File: config.mk
export PLATFORM = sky130hd
export DESIGN_NAME = rts_top
export DESIGN_NICKNAME = d
export VERILOG_FILES = /design/src/core/rts_pkg.sv /design/src/core/rts_top.sv
export SDC_FILE = /design/constraint.sdc
export NUM_CORES = 1
export LEC_CHECK = 0
export ABC_AREA = 1
export BUFFER_PORTS_ARGS = -buffer_cell sky130_fd_sc_hd__buf_2
export CORE_ASPECT_RATIO = 0.7
export CORE_MARGIN = 8
export CORE_UTILIZATION = 38
export DETAILED_ROUTE_END_ITERATION = 8
export GPL_TIMING_DRIVEN = 0
export PLACE_DENSITY = 0.71
export SYNTH_ARGS = -nofsm -noshare
export SYNTH_HDL_FRONTEND = slang
export SYNTH_SLANG_ARGS = --single-unit
File: constraint.sdc
create_clock -name MCLK_I -period 5 [get_ports MCLK_I]
set_clock_uncertainty 0.1 [all_clocks]
set_input_delay 0.5 -clock MCLK_I [delete_from_list [all_inputs] [get_ports MCLK_I]]
set_output_delay 0.5 -clock MCLK_I [all_outputs]
set_load 0.1 [all_outputs]
File: src/core/rts_pkg.sv
// Constants and types shared by the reset time-out sequencer
package rts_pkg;

  // Register indices; byte address is four times the index
  localparam logic [9:0] RTS_OPTION_IDX = 10'h081;
  localparam logic [9:0] RTS_PORT_A_DIR_IDX = 10'h085;
  localparam logic [9:0] RTS_PWR_CTRL_IDX = 10'h08E;
  localparam logic [9:0] RTS_OSC_TRIM_IDX = 10'h091;
  localparam logic [9:0] RTS_TMR3_LO_IDX = 10'h09A;
  localparam logic [9:0] RTS_TMR3_HI_IDX = 10'h09B;
  localparam logic [9:0] RTS_MODE_STAT_IDX = 10'h0C0;

  // Field positions of power_control_status
  localparam int RTS_BROWNOUT_FLAG_BIT = 0;
  localparam int RTS_POR_FLAG_BIT = 1;

  // Reset and initial values
  localparam logic [7:0] RTS_ALL_ONES = 8'hFF;
  localparam logic [5:0] RTS_OSC_TRIM_INIT = 6'h00;
  localparam logic [1:0] RTS_PWR_CTRL_RST = 2'h0;
  localparam logic [7:0] RTS_TMR3_RST = 8'h00;
  localparam logic [1:0] RTS_BROWNOUT_DISABLED = 2'h0;

  // Timing: clock rate, timebase tick, delay length, settle count
  localparam int RTS_CLK_PERIOD_NS = 50;
  localparam int RTS_TICK_PERIOD_NS = 1000;
  localparam int RTS_TICK_CYCLES = (RTS_TICK_PERIOD_NS + RTS_CLK_PERIOD_NS - 1) / RTS_CLK_PERIOD_NS;
  localparam int RTS_DELAY_TICKS = 64;
  localparam int RTS_SETTLE_EDGES = 1024;

  // Oscillator mode select codes
  typedef enum logic [2:0] {
    RTS_LOW_GAIN_CRYSTAL = 3'h0,
    RTS_MEDIUM_GAIN_CRYSTAL = 3'h1,
    RTS_HIGH_GAIN_CRYSTAL = 3'h2,
    RTS_EXTERNAL_CLOCK_INPUT = 3'h3,
    RTS_RESISTOR_CAPACITOR_OSC = 3'h4,
    RTS_INTERNAL_OSC = 3'h5
  } rts_osc_mode_e;

  // Sequencer states
  typedef enum logic [2:0] {
    RTS_ST_HOLD,
    RTS_ST_DELAY,
    RTS_ST_SETTLE,
    RTS_ST_RUN
  } rts_state_e;

endpackage

File: src/core/rts_top.sv
// Reset time-out sequencer with power control status and reset-initialised registers
//
// The Wishbone interface to the registers was left to the implementer.
`timescale 1ns/1ps
module rts_top #(
  parameter int DELAY_TICKS = rts_pkg::RTS_DELAY_TICKS,        // Power-up delay in timebase ticks
  parameter int TICK_CYCLES = rts_pkg::RTS_TICK_CYCLES,        // Clock cycles per timebase tick
  parameter int SETTLE_EDGES = rts_pkg::RTS_SETTLE_EDGES       // Oscillator edges to settle
) (
  input wire logic MCLK_I,                                     // System clock, 20 MHz
  input wire logic RST_I,                                      // Synchronous reset, active high
  input wire logic [11:0] ADR_I,                               // Wishbone byte address
  input wire logic [31:0] DAT_I,                               // Wishbone write data
  output logic [31:0] DAT_O,                                   // Wishbone read data
  input wire logic WE_I,                                       // Wishbone write enable
  input wire logic [3:0] SEL_I,                                // Wishbone byte select
  input wire logic STB_I,                                      // Wishbone strobe
  input wire logic CYC_I,                                      // Wishbone cycle
  output logic ACK_O,                                          // Wishbone acknowledge
  input wire logic POWER_ON_RESET_I,                           // Power-on reset pulse, high
  input wire logic BROWNOUT_I,                                 // Brown-out detector, high
  input wire logic EXTERNAL_RESET_N_I,                         // External reset pin, low
  input wire logic WATCHDOG_TIMER_RESET_I,                     // Watchdog reset pulse
  input wire logic WAKE_I,                                     // Wake from sleep pulse
  input wire logic OSC_I,                                      // Oscillator input, sampled
  input wire rts_pkg::rts_osc_mode_e OSC_MODE_I,               // Oscillator mode select
  input wire logic POWER_UP_DELAY_DISABLE_N_I,                 // 1 disables power-up delay
  input wire logic [1:0] BROWNOUT_DETECT_CFG_I,                // 00 disables brown-out
  output logic CORE_RESET_O,                                   // Core held in reset
  output logic EXEC_HOLD_O,                                    // Program counter suspended
  output logic [7:0] PORT_A_DIRECTION_O,                       // Port A direction register
  output logic [7:0] OPTION_O,                                 // Option register
  output logic [5:0] OSC_TRIM_REGISTER_O,                      // Oscillator trim register
  output logic [15:0] TIMER3_O,                                // Timer-3 counter bytes
  output logic [1:0] POWER_CONTROL_STATUS_O                    // Power control status bits
);
  import rts_pkg::*;

  // Crystal mode decode, used by sequencer and status
  function automatic logic is_crystal(input rts_osc_mode_e m);
    is_crystal = (m == RTS_LOW_GAIN_CRYSTAL) || (m == RTS_MEDIUM_GAIN_CRYSTAL) ||
                 (m == RTS_HIGH_GAIN_CRYSTAL);
  endfunction

  // Brown-out counts only when detector is enabled
  // A disabled detector is ignored entirely, so its flag stays put
  logic brownout_hit;
  logic por_or_brownout;
  logic pin_or_wd;
  logic delay_on;
  logic crystal;
  assign brownout_hit = BROWNOUT_I && (BROWNOUT_DETECT_CFG_I != RTS_BROWNOUT_DISABLED);
  assign por_or_brownout = POWER_ON_RESET_I || brownout_hit;
  // Pin and watchdog resets do not restart the time-outs
  assign pin_or_wd = !EXTERNAL_RESET_N_I || WATCHDOG_TIMER_RESET_I;
  assign delay_on = !POWER_UP_DELAY_DISABLE_N_I;
  assign crystal = is_crystal(OSC_MODE_I);

  // Free-running timebase, independent of oscillator mode
  logic [11:0] tb_cnt_q;
  logic [11:0] tb_cnt_d;
  logic tick;
  always_comb begin
    tick = (tb_cnt_q == 12'(TICK_CYCLES - 1));
    tb_cnt_d = tick ? 12'h000 : tb_cnt_q + 12'h001;
  end
  always_ff @(posedge MCLK_I) begin
    if (RST_I) begin
      tb_cnt_q <= 12'h000;
    end else begin
      tb_cnt_q <= tb_cnt_d;
    end
  end

  // Sequencer state and one counter shared by delay and settle
  rts_state_e state_q;
  rts_state_e state_d;
  logic [15:0] cnt_q;
  logic [15:0] cnt_d;
  logic osc_q;
  logic osc_rise;
  assign osc_rise = OSC_I && !osc_q;
  always_comb begin
    state_d = state_q;
    cnt_d = cnt_q;
    if (por_or_brownout) begin
      state_d = RTS_ST_HOLD;
      cnt_d = 16'h0000;
    end else begin
      case (state_q)
        RTS_ST_HOLD: begin
          cnt_d = 16'h0000;
          if (delay_on) begin
            state_d = RTS_ST_DELAY;
          end else if (crystal) begin
            state_d = RTS_ST_SETTLE;
          end else begin
            state_d = RTS_ST_RUN;
          end
        end
        RTS_ST_DELAY: begin
          if (tick) begin
            if (cnt_q == 16'(DELAY_TICKS - 1)) begin
              cnt_d = 16'h0000;
              state_d = crystal ? RTS_ST_SETTLE : RTS_ST_RUN;
            end else begin
              cnt_d = cnt_q + 16'h0001;
            end
          end
        end
        RTS_ST_SETTLE: begin
          if (osc_rise) begin
            if (cnt_q == 16'(SETTLE_EDGES - 1)) begin
              cnt_d = 16'h0000;
              state_d = RTS_ST_RUN;
            end else begin
              cnt_d = cnt_q + 16'h0001;
            end
          end
        end
        RTS_ST_RUN: begin
          if (WAKE_I && crystal) begin
            state_d = RTS_ST_SETTLE;
            cnt_d = 16'h0000;
          end
        end
        default: begin
          state_d = RTS_ST_HOLD;
          cnt_d = 16'h0000;
        end
      endcase
    end
  end
  always_ff @(posedge MCLK_I) begin
    if (RST_I) begin
      state_q <= RTS_ST_HOLD;
      cnt_q <= 16'h0000;
      osc_q <= 1'b0;
    end else begin
      state_q <= state_d;
      cnt_q <= cnt_d;
      osc_q <= OSC_I;
    end
  end

  // Wake settle is distinguished from power-up by a flag
  logic waking_q;
  logic waking_d;
  always_comb begin
    waking_d = waking_q;
    if (por_or_brownout) begin
      waking_d = 1'b0;
    end else if (state_q == RTS_ST_RUN && WAKE_I && crystal) begin
      waking_d = 1'b1;
    end else if (state_q == RTS_ST_RUN) begin
      waking_d = 1'b0;
    end
  end

  // Reset and hold outputs
  // Pin and watchdog only gate final release
  assign CORE_RESET_O = por_or_brownout || pin_or_wd || ((state_q != RTS_ST_RUN) && !waking_q);
  assign EXEC_HOLD_O = CORE_RESET_O || (state_q != RTS_ST_RUN);

  // Software-visible registers
  logic [7:0] dir_q;
  logic [7:0] dir_d;
  logic [7:0] opt_q;
  logic [7:0] opt_d;
  logic [5:0] trim_q;
  logic [5:0] trim_d;
  logic [15:0] tmr3_q;
  logic [15:0] tmr3_d;
  logic [1:0] pwr_q;
  logic [1:0] pwr_d;
  logic ack_q;
  logic ack_d;
  logic [31:0] rdat_q;
  logic [31:0] rdat_d;
  logic wr;
  logic [9:0] idx;
  assign idx = ADR_I[11:2];
  // Write lands at the edge where the master sees ack high
  // Address and data still stand then, so no capture register is needed
  assign wr = CYC_I && STB_I && WE_I && ack_q && SEL_I[0];

  always_comb begin
    dir_d = dir_q;
    opt_d = opt_q;
    trim_d = trim_q;
    tmr3_d = tmr3_q;
    pwr_d = pwr_q;
    // Software writes, low byte lane
    if (wr) begin
      case (idx)
        RTS_PORT_A_DIR_IDX: dir_d = DAT_I[7:0];
        RTS_OPTION_IDX: opt_d = DAT_I[7:0];
        RTS_OSC_TRIM_IDX: trim_d = DAT_I[5:0];
        RTS_TMR3_LO_IDX: tmr3_d[7:0] = DAT_I[7:0];
        RTS_TMR3_HI_IDX: tmr3_d[15:8] = DAT_I[7:0];
        RTS_PWR_CTRL_IDX: pwr_d = DAT_I[1:0];
        default: begin
        end
      endcase
    end
    if (por_or_brownout || pin_or_wd) begin
      dir_d = RTS_ALL_ONES;
      opt_d = RTS_ALL_ONES;
    end
    if (por_or_brownout) begin
      trim_d = RTS_OSC_TRIM_INIT;
      tmr3_d = tmr3_q;
    end
    // Hardware clears below win over a same-cycle software write
    // Power-on clears bit 1
    if (POWER_ON_RESET_I) begin
      pwr_d[RTS_POR_FLAG_BIT] = 1'b0;
    end
    if (brownout_hit) begin
      pwr_d[RTS_BROWNOUT_FLAG_BIT] = 1'b0;
    end
  end

  // Wishbone answer, one wait state, unmapped reads zero
  always_comb begin
    ack_d = CYC_I && STB_I && !ack_q;
    rdat_d = 32'h0000_0000;
    case (idx)
      RTS_PORT_A_DIR_IDX: rdat_d[7:0] = dir_q;
      RTS_OPTION_IDX: rdat_d[7:0] = opt_q;
      RTS_OSC_TRIM_IDX: rdat_d[5:0] = trim_q;
      RTS_TMR3_LO_IDX: rdat_d[7:0] = tmr3_q[7:0];
      RTS_TMR3_HI_IDX: rdat_d[7:0] = tmr3_q[15:8];
      RTS_PWR_CTRL_IDX: rdat_d[1:0] = pwr_q;
      RTS_MODE_STAT_IDX: rdat_d[3:0] = {waking_q, state_q};
      default: rdat_d = 32'h0000_0000;
    endcase
  end

  always_ff @(posedge MCLK_I) begin
    if (RST_I) begin
      dir_q <= RTS_ALL_ONES;
      opt_q <= RTS_ALL_ONES;
      trim_q <= RTS_OSC_TRIM_INIT;
      tmr3_q <= {RTS_TMR3_RST, RTS_TMR3_RST};
      pwr_q <= RTS_PWR_CTRL_RST;
      waking_q <= 1'b0;
      ack_q <= 1'b0;
      rdat_q <= 32'h0000_0000;
    end else begin
      dir_q <= dir_d;
      opt_q <= opt_d;
      trim_q <= trim_d;
      tmr3_q <= tmr3_d;
      pwr_q <= pwr_d;
      waking_q <= waking_d;
      ack_q <= ack_d;
      rdat_q <= rdat_d;
    end
  end

  // Register-sourced outputs
  assign ACK_O = ack_q;
  assign DAT_O = rdat_q;
  assign PORT_A_DIRECTION_O = dir_q;
  assign OPTION_O = opt_q;
  assign OSC_TRIM_REGISTER_O = trim_q;
  assign TIMER3_O = tmr3_q;
  assign POWER_CONTROL_STATUS_O = pwr_q;

endmodule

==> impl_metrics.py, run 1 <==
metrics = {
    "outcome": {
        "outcome": "finished, final reports clean",
    },
    "placed_design": {
        "port_buffers": 86,
        "dpl.hpwl_um": 10300,
        "place_inst": 909,
        "gp_congestion": 0.926,
    },
    "detailed_routing": {
        "drt_first_pass_iters": 5,
        "post_drt_wl_per_cell_um": 14.0,
        "viasPerCell": 4.79,
        "drt_iter0_drc": 360,
        "drt.antenna.violating_nets": 0,
        "routed-via-count": 4434,
        "drc": 0,
        "totalWireLength_um": 12900,
    },
    "floorplanning": {
        "die_area_um2": 15300,
        "initial_utilization": 0.394,
        "rows": 32,
        "core_um2": 11100,
        "die_y_um": 106,
        "pin_count": 140,
        "dieWidth_um": 144,
    },
    "critical_path": {
        "crit_path_max_incr_delay_ns": 0.31,
        "required_ns": 4.40,
        "critical_path_class": "primary input to output port",
        "cpMaxStageDelayCell": "buf_2",
        "start_kind": "primary input",
        "end_kind": "output port",
        "crit_fanout": 3,
        "arrival_ns": 1.72,
        "worst_path_most_repeated_cell": "buf_2",
        "crit_chain": "buf_2 -> o21ai_2 -> nand2_1 -> nor3_1 -> o21ai_0 -> buf_2",
        "ff2ff_path_depth": 9,
    },
    "layout": {
        "layout_common_cells": "nand2_1, nor2_1, buf_2, inv_1, dfxtp_1",
        "synthToLayoutAreaGrowth_pct": 24.0,
        "final_nets": 838,
        "n_antenna_cell": 0,
        "final_common_cell": "nand2_1",
        "drive_gt1_frac": 0.216,
        "stdcell_count": 925,
    },
    "clocking": {
        "path_clk_slew_ns": 0.06,
        "clkSinkCount": 81,
        "insertion_delay_ns": 0.34,
        "cts_buffers": 9,
        "cts_setup_buffers": 0,
        "cts_tree": "done",
        "cts_resized": 0,
        "h-tree-depth": 3,
        "cts_hold_buf": 0,
        "cts_root_buf": "clkbuf_16",
        "cts_max_path_buffers": 2,
    },
    "timing": {
        "setup_tns_ns": 0,
        "slew_headroom": 0.653,
        "min_period_ns": 2.32,
        "setup_viol": 0,
        "rsz0062_at_grt": "no",
        "hold_viol": 0,
        "tightest_slew_ns": 0.524,
        "slew_viol_final": 0,
        "fin_crit_sh": 0.463,
        "fmax_mhz": 432,
    },
    "grt": {
        "antenna_found_initial": 0,
        "grt_max_degree": 15,
        "grt_pass1_wl_um": 20500,
        "globalRouteTotalUtil": 0.170,
        "overflow": 0,
        "grt_pass1_vias": 3877,
    },
    "pwr": {
        "power_density_nw_per_um2": 297,
        "total_leakage_power_nw": 2.50,
        "peakVddDrop_mv": 0.158,
    },
    "logic_synthesis": {
        "synth_area_per_cell_um2": 6.78,
        "synth_area_leaders": "dfxtp_1, nand2_1, nor2_1, inv_1, nand3_1",
        "synth_top_cell_area_share": 0.370,
        "yosysSeqAreaShare": 0.370,
        "yosysTopAreaCell": "dfxtp_1",
        "ys.warnings.count": 0,
        "syn_inst": 647,
        "synth.distinct_cells": 38,
        "ys_seq_elements": 81,
        "synth_area_um2": 4390,
    },
    "hold_path": {
        "hold_class": "primary input to flip-flop",
        "whs_path_depth": 3,
    },
    "flow_run": {
        "drv_cap": 0,
    },
}
==> path summary, 6_finish.rpt <==
check / startpoint / slack, ns / to
max: BROWNOUT_DETECT_CFG_I[1] / 2.68 / CORE_RESET_O
min: STB_I / 0.31 / ACK_O
max reg2reg: state_q[0] / 2.84 / cnt_q[11]
min reg2reg: ACK_O / 0.36 / ACK_O
==> registers in the layout, summed over array words and instances (netlist names), 2 cells and up <==
register                cells
PORT_A_DIRECTION_O          8
OPTION_O                    8
tb_cnt_q                   12
TIMER3_O                   16
OSC_TRIM_REGISTER_O         6
cnt_q                      16
POWER_CONTROL_STATUS_O      2
DAT_O                       8
state_q                     2
==> metal layers <==
metal  GRT usage  share of wire  up-vias
met4      0.0377         0.0084        0
met3      0.0460           0.10       10
li1            -              -     2256
met2       0.233           0.39      178
met1       0.254           0.50     1990
met5           0              0        -
==> synthesized netlist by cell type <==
cell / instances
a2111oi_0: 1
a211oi_1: 3
a21oi_1: 41
a21oi_2: 3
buf_4: 28
buf_6: 3
clkbuf_1: 4
conb_1: 1
dfxtp_1: 81
ha_1: 6
inv_1: 84
inv_2: 2
inv_4: 1
nand2_1: 125
nand2_2: 8
nand2_4: 3
nand3_1: 50
nand3_2: 2
nand3b_1: 2
nand4_1: 9
nand4_2: 1
nor2_1: 107
nor2_2: 3
nor2_4: 5
nor3_1: 8
nor3_2: 2
nor3_4: 2
nor4_1: 1
o211ai_1: 2
o21ai_0: 38
o21ai_1: 7
o21ai_2: 1
o21bai_1: 5
o21bai_2: 1
or2_0: 1
or2_2: 1
xnor2_1: 1
xor2_1: 4
==> kinds of logic after synthesis <==
group,share of synthesized area
adders and majority gates,0.0171
other,0.000855
xor gates and xnor gates,0.00998
AOI/OAI and AO/OA,0.128
DFF,0.370
buffers and inverters,0.134
and+or+nand+nor,0.341
==> worst max-delay path: cells and delay by family <==
kind | cells | cell delay (ns)
AND/OR/NAND/NOR | 2 | 0.46
buffers and inverters | 2 | 0.41
AO/OA/AOI/OAI | 2 | 0.35
==> stage by stage <==
stage	utilization	instance area [µm²]	total power [W]	hold slack [ns]	setup slack (ns)
after floorplan	-	4470	0.000824	0.318	1.70
after global placement	0.458	5100	0.000867	0.330	2.64
after detailed placement	0.458	5100	0.000867	0.350	2.65
after CTS	0.489	5440	0.00163	0.297	2.65
after global routing	0.489	5440	0.00167	0.346	2.54
final	0.489	5440	0.00162	0.310	2.68
==> layout make-up <==
class,instances,area [µm²]
well taps,153,191
multi-input cells,467,2260
clock buffers,10,229
repair buffers,86,430
fillers,1157,5690
clock inverters,6,114
plain buffers,35,259
flip-flops and latches,81,1620
inverters,87,329
==> power by group <==
group | switching [W] | internal, W | total [W]
sequential | 0.00000308 | 0.000649 | 0.000652
combinational | 0.000158 | 0.0000460 | 0.000204
clock | 0.000270 | 0.000490 | 0.000760
total | 0.000431 | 0.00118 | 0.00162
No activity file was read; power rests on OpenSTA's default activity.
==> run 2, diff against run 1 <==
Settings changed: PLACE_DENSITY 0.71 to 0.73.
Clock period 5 ns to 2 ns, I/O delays scaled along.
==> impl_metrics.py, run 2 (synthesis gave the netlist of run 1 again) <==
metrics = {
    "critical_path": {
        "crit_fanout": 7,
        "path_delay_family": "simple AND/OR/NAND/NOR gates",
        "start_kind": "flip-flop",
        "required_ns": 2.15,
        "crit_path_max_incr_delay_ns": 0.32,
        "end_kind": "flip-flop",
        "worst_path_most_repeated_cell": "nand2_1",
        "cpMaxStageDelayCell": "dfxtp_1",
        "critical_path_class": "flip-flop to flip-flop",
        "path_buf_inv": 2,
        "crit_chain": "ha_1 -> nand2_1 -> nor2_1 -> nand3_1 -> nand2_2 -> nand2_2 -> clkinvlp_4 -> nand3_1 -> nand2_1 -> nand2_1 -> inv_1",
        "arrival_ns": 2.02,
    },
    "grt": {
        "globalRouteTotalUtil": 0.169,
        "antenna_found_initial": 0,
        "grt_max_degree": 15,
        "grt_pass1_vias": 3938,
        "overflow": 0,
        "grt_pass1_wl_um": 20400,
    },
    "clocking": {
        "cts_buffers": 9,
        "cts_tree": "done",
        "clkSinkCount": 81,
        "h-tree-depth": 3,
        "insertion_delay_ns": 0.35,
        "cts_max_path_buffers": 2,
        "path_clk_slew_ns": 0.06,
        "cts_root_buf": "clkbuf_16",
    },
    "hold_path": {
        "hold_class": "primary input to flip-flop",
    },
    "outcome": {
        "outcome": "finished, final reports clean",
    },
    "pwr": {
        "total_leakage_power_nw": 2.53,
        "power_density_nw_per_um2": 724,
        "peakVddDrop_mv": 0.500,
        "finalPower_w": 0.00398,
    },
    "layout": {
        "layout_common_cells": "nand2_1, nor2_1, buf_2, inv_1, dfxtp_1",
        "final_common_cell": "nand2_1",
        "drive_gt1_frac": 0.230,
        "final_nets": 845,
        "synthToLayoutAreaGrowth_pct": 25.4,
        "n_antenna_cell": 0,
    },
    "floorplanning": {
        "die_y_um": 106,
        "die_area_um2": 15300,
        "rows": 32,
        "initial_utilization": 0.394,
        "pin_count": 140,
        "core_um2": 11100,
        "dieWidth_um": 144,
    },
    "detailed_routing": {
        "drt_first_pass_iters": 5,
        "routed-via-count": 4467,
        "totalWireLength_um": 13000,
        "drc": 0,
        "viasPerCell": 4.79,
        "drt.antenna.violating_nets": 0,
        "drt_iter0_drc": 321,
        "post_drt_wl_per_cell_um": 14.0,
    },
    "timing": {
        "min_period_ns": 1.87,
        "whs_ns": 0.0142,
        "slew_viol_final": 0,
        "hold_viol": 0,
        "setup_slack_ns": 0.126,
        "setup_viol": 0,
        "fin_crit_sh": 0.937,
        "fmax_mhz": 534,
    },
    "flow_run": {
        "drv_cap": 0,
    },
    "placed_design": {
        "post-place-ws_ns": -0.0737,
        "dpl.hpwl_um": 10200,
        "gp_congestion": 0.913,
        "port_buffers": 86,
    },
}
-- run 2: layer usage --
metal	global-route usage	wire, µm	up-vias
met3	0.0791	1670	13
met1	0.225	5950	1982
met5	0	0	-
li1	-	-	2283
met2	0.240	5240	189
met4	0.0437	148	0
-- run 2: power by group --
| part | switching [W] | total, W | internal [W] |
|---|---|---|---|
| Clock | 0.000697 | 0.00183 | 0.00113 |
| Sequential | 0.00000778 | 0.00163 | 0.00162 |
| Combinational | 0.000401 | 0.000528 | 0.000127 |
| Total | 0.00111 | 0.00398 | 0.00288 |
-- run 2: worst paths after layout --
check | startpoint | depth (start not counted) | slack (ns) | endpoint
hold / removal | CYC_I | 3 | 0.01 | ACK_O
setup / recovery | tb_cnt_q[0] | 11 | 0.13 | cnt_q[3]
hold reg to reg | ACK_O | 1 | 0.32 | ACK_O
setup reg to reg | tb_cnt_q[0] | 11 | 0.13 | cnt_q[3]
-- run 2: area by class of cell --
type | instances | area (µm²)
fill | 1153 | 5630
inverter | 87 | 333
clock buffer | 10 | 239
buffer | 35 | 259
sequential | 81 | 1620
timing repair buffer | 92 | 480
multi-input combinational | 468 | 2290
tap | 153 | 191
clock inverter | 6 | 91.3
-- run 2: repair_timing --
item | CTS | global route
gates resized for setup | 0 | 6
hold endpoints to repair | 2 | 0
pin swaps | 0 | 4
setup buffers | 1 | 3
endpoints found under the setup margin | 8 | 15
cloned | 0 | 1
hold buffers | 2 | 0
-- run 2: stage by stage --
step / std cells / TNS (ns) / cell area (µm²) / util
after global placement: 909 / -0.246 / 5100 / 0.458
after detailed placement: 909 / -0.227 / 5100 / 0.458
after CTS: 928 / 0 / 5460 / 0.490
after floorplan: 670 / 0 / 4480 / -
after global routing: 932 / -0.0146 / 5500 / 0.494
final: 932 / 0 / 5500 / 0.494
-- run 2: tightest hold or removal path: stages --
cell and delay, ns:
buf_2 0.10, nand2_1 0.08, nor3_1 0.04
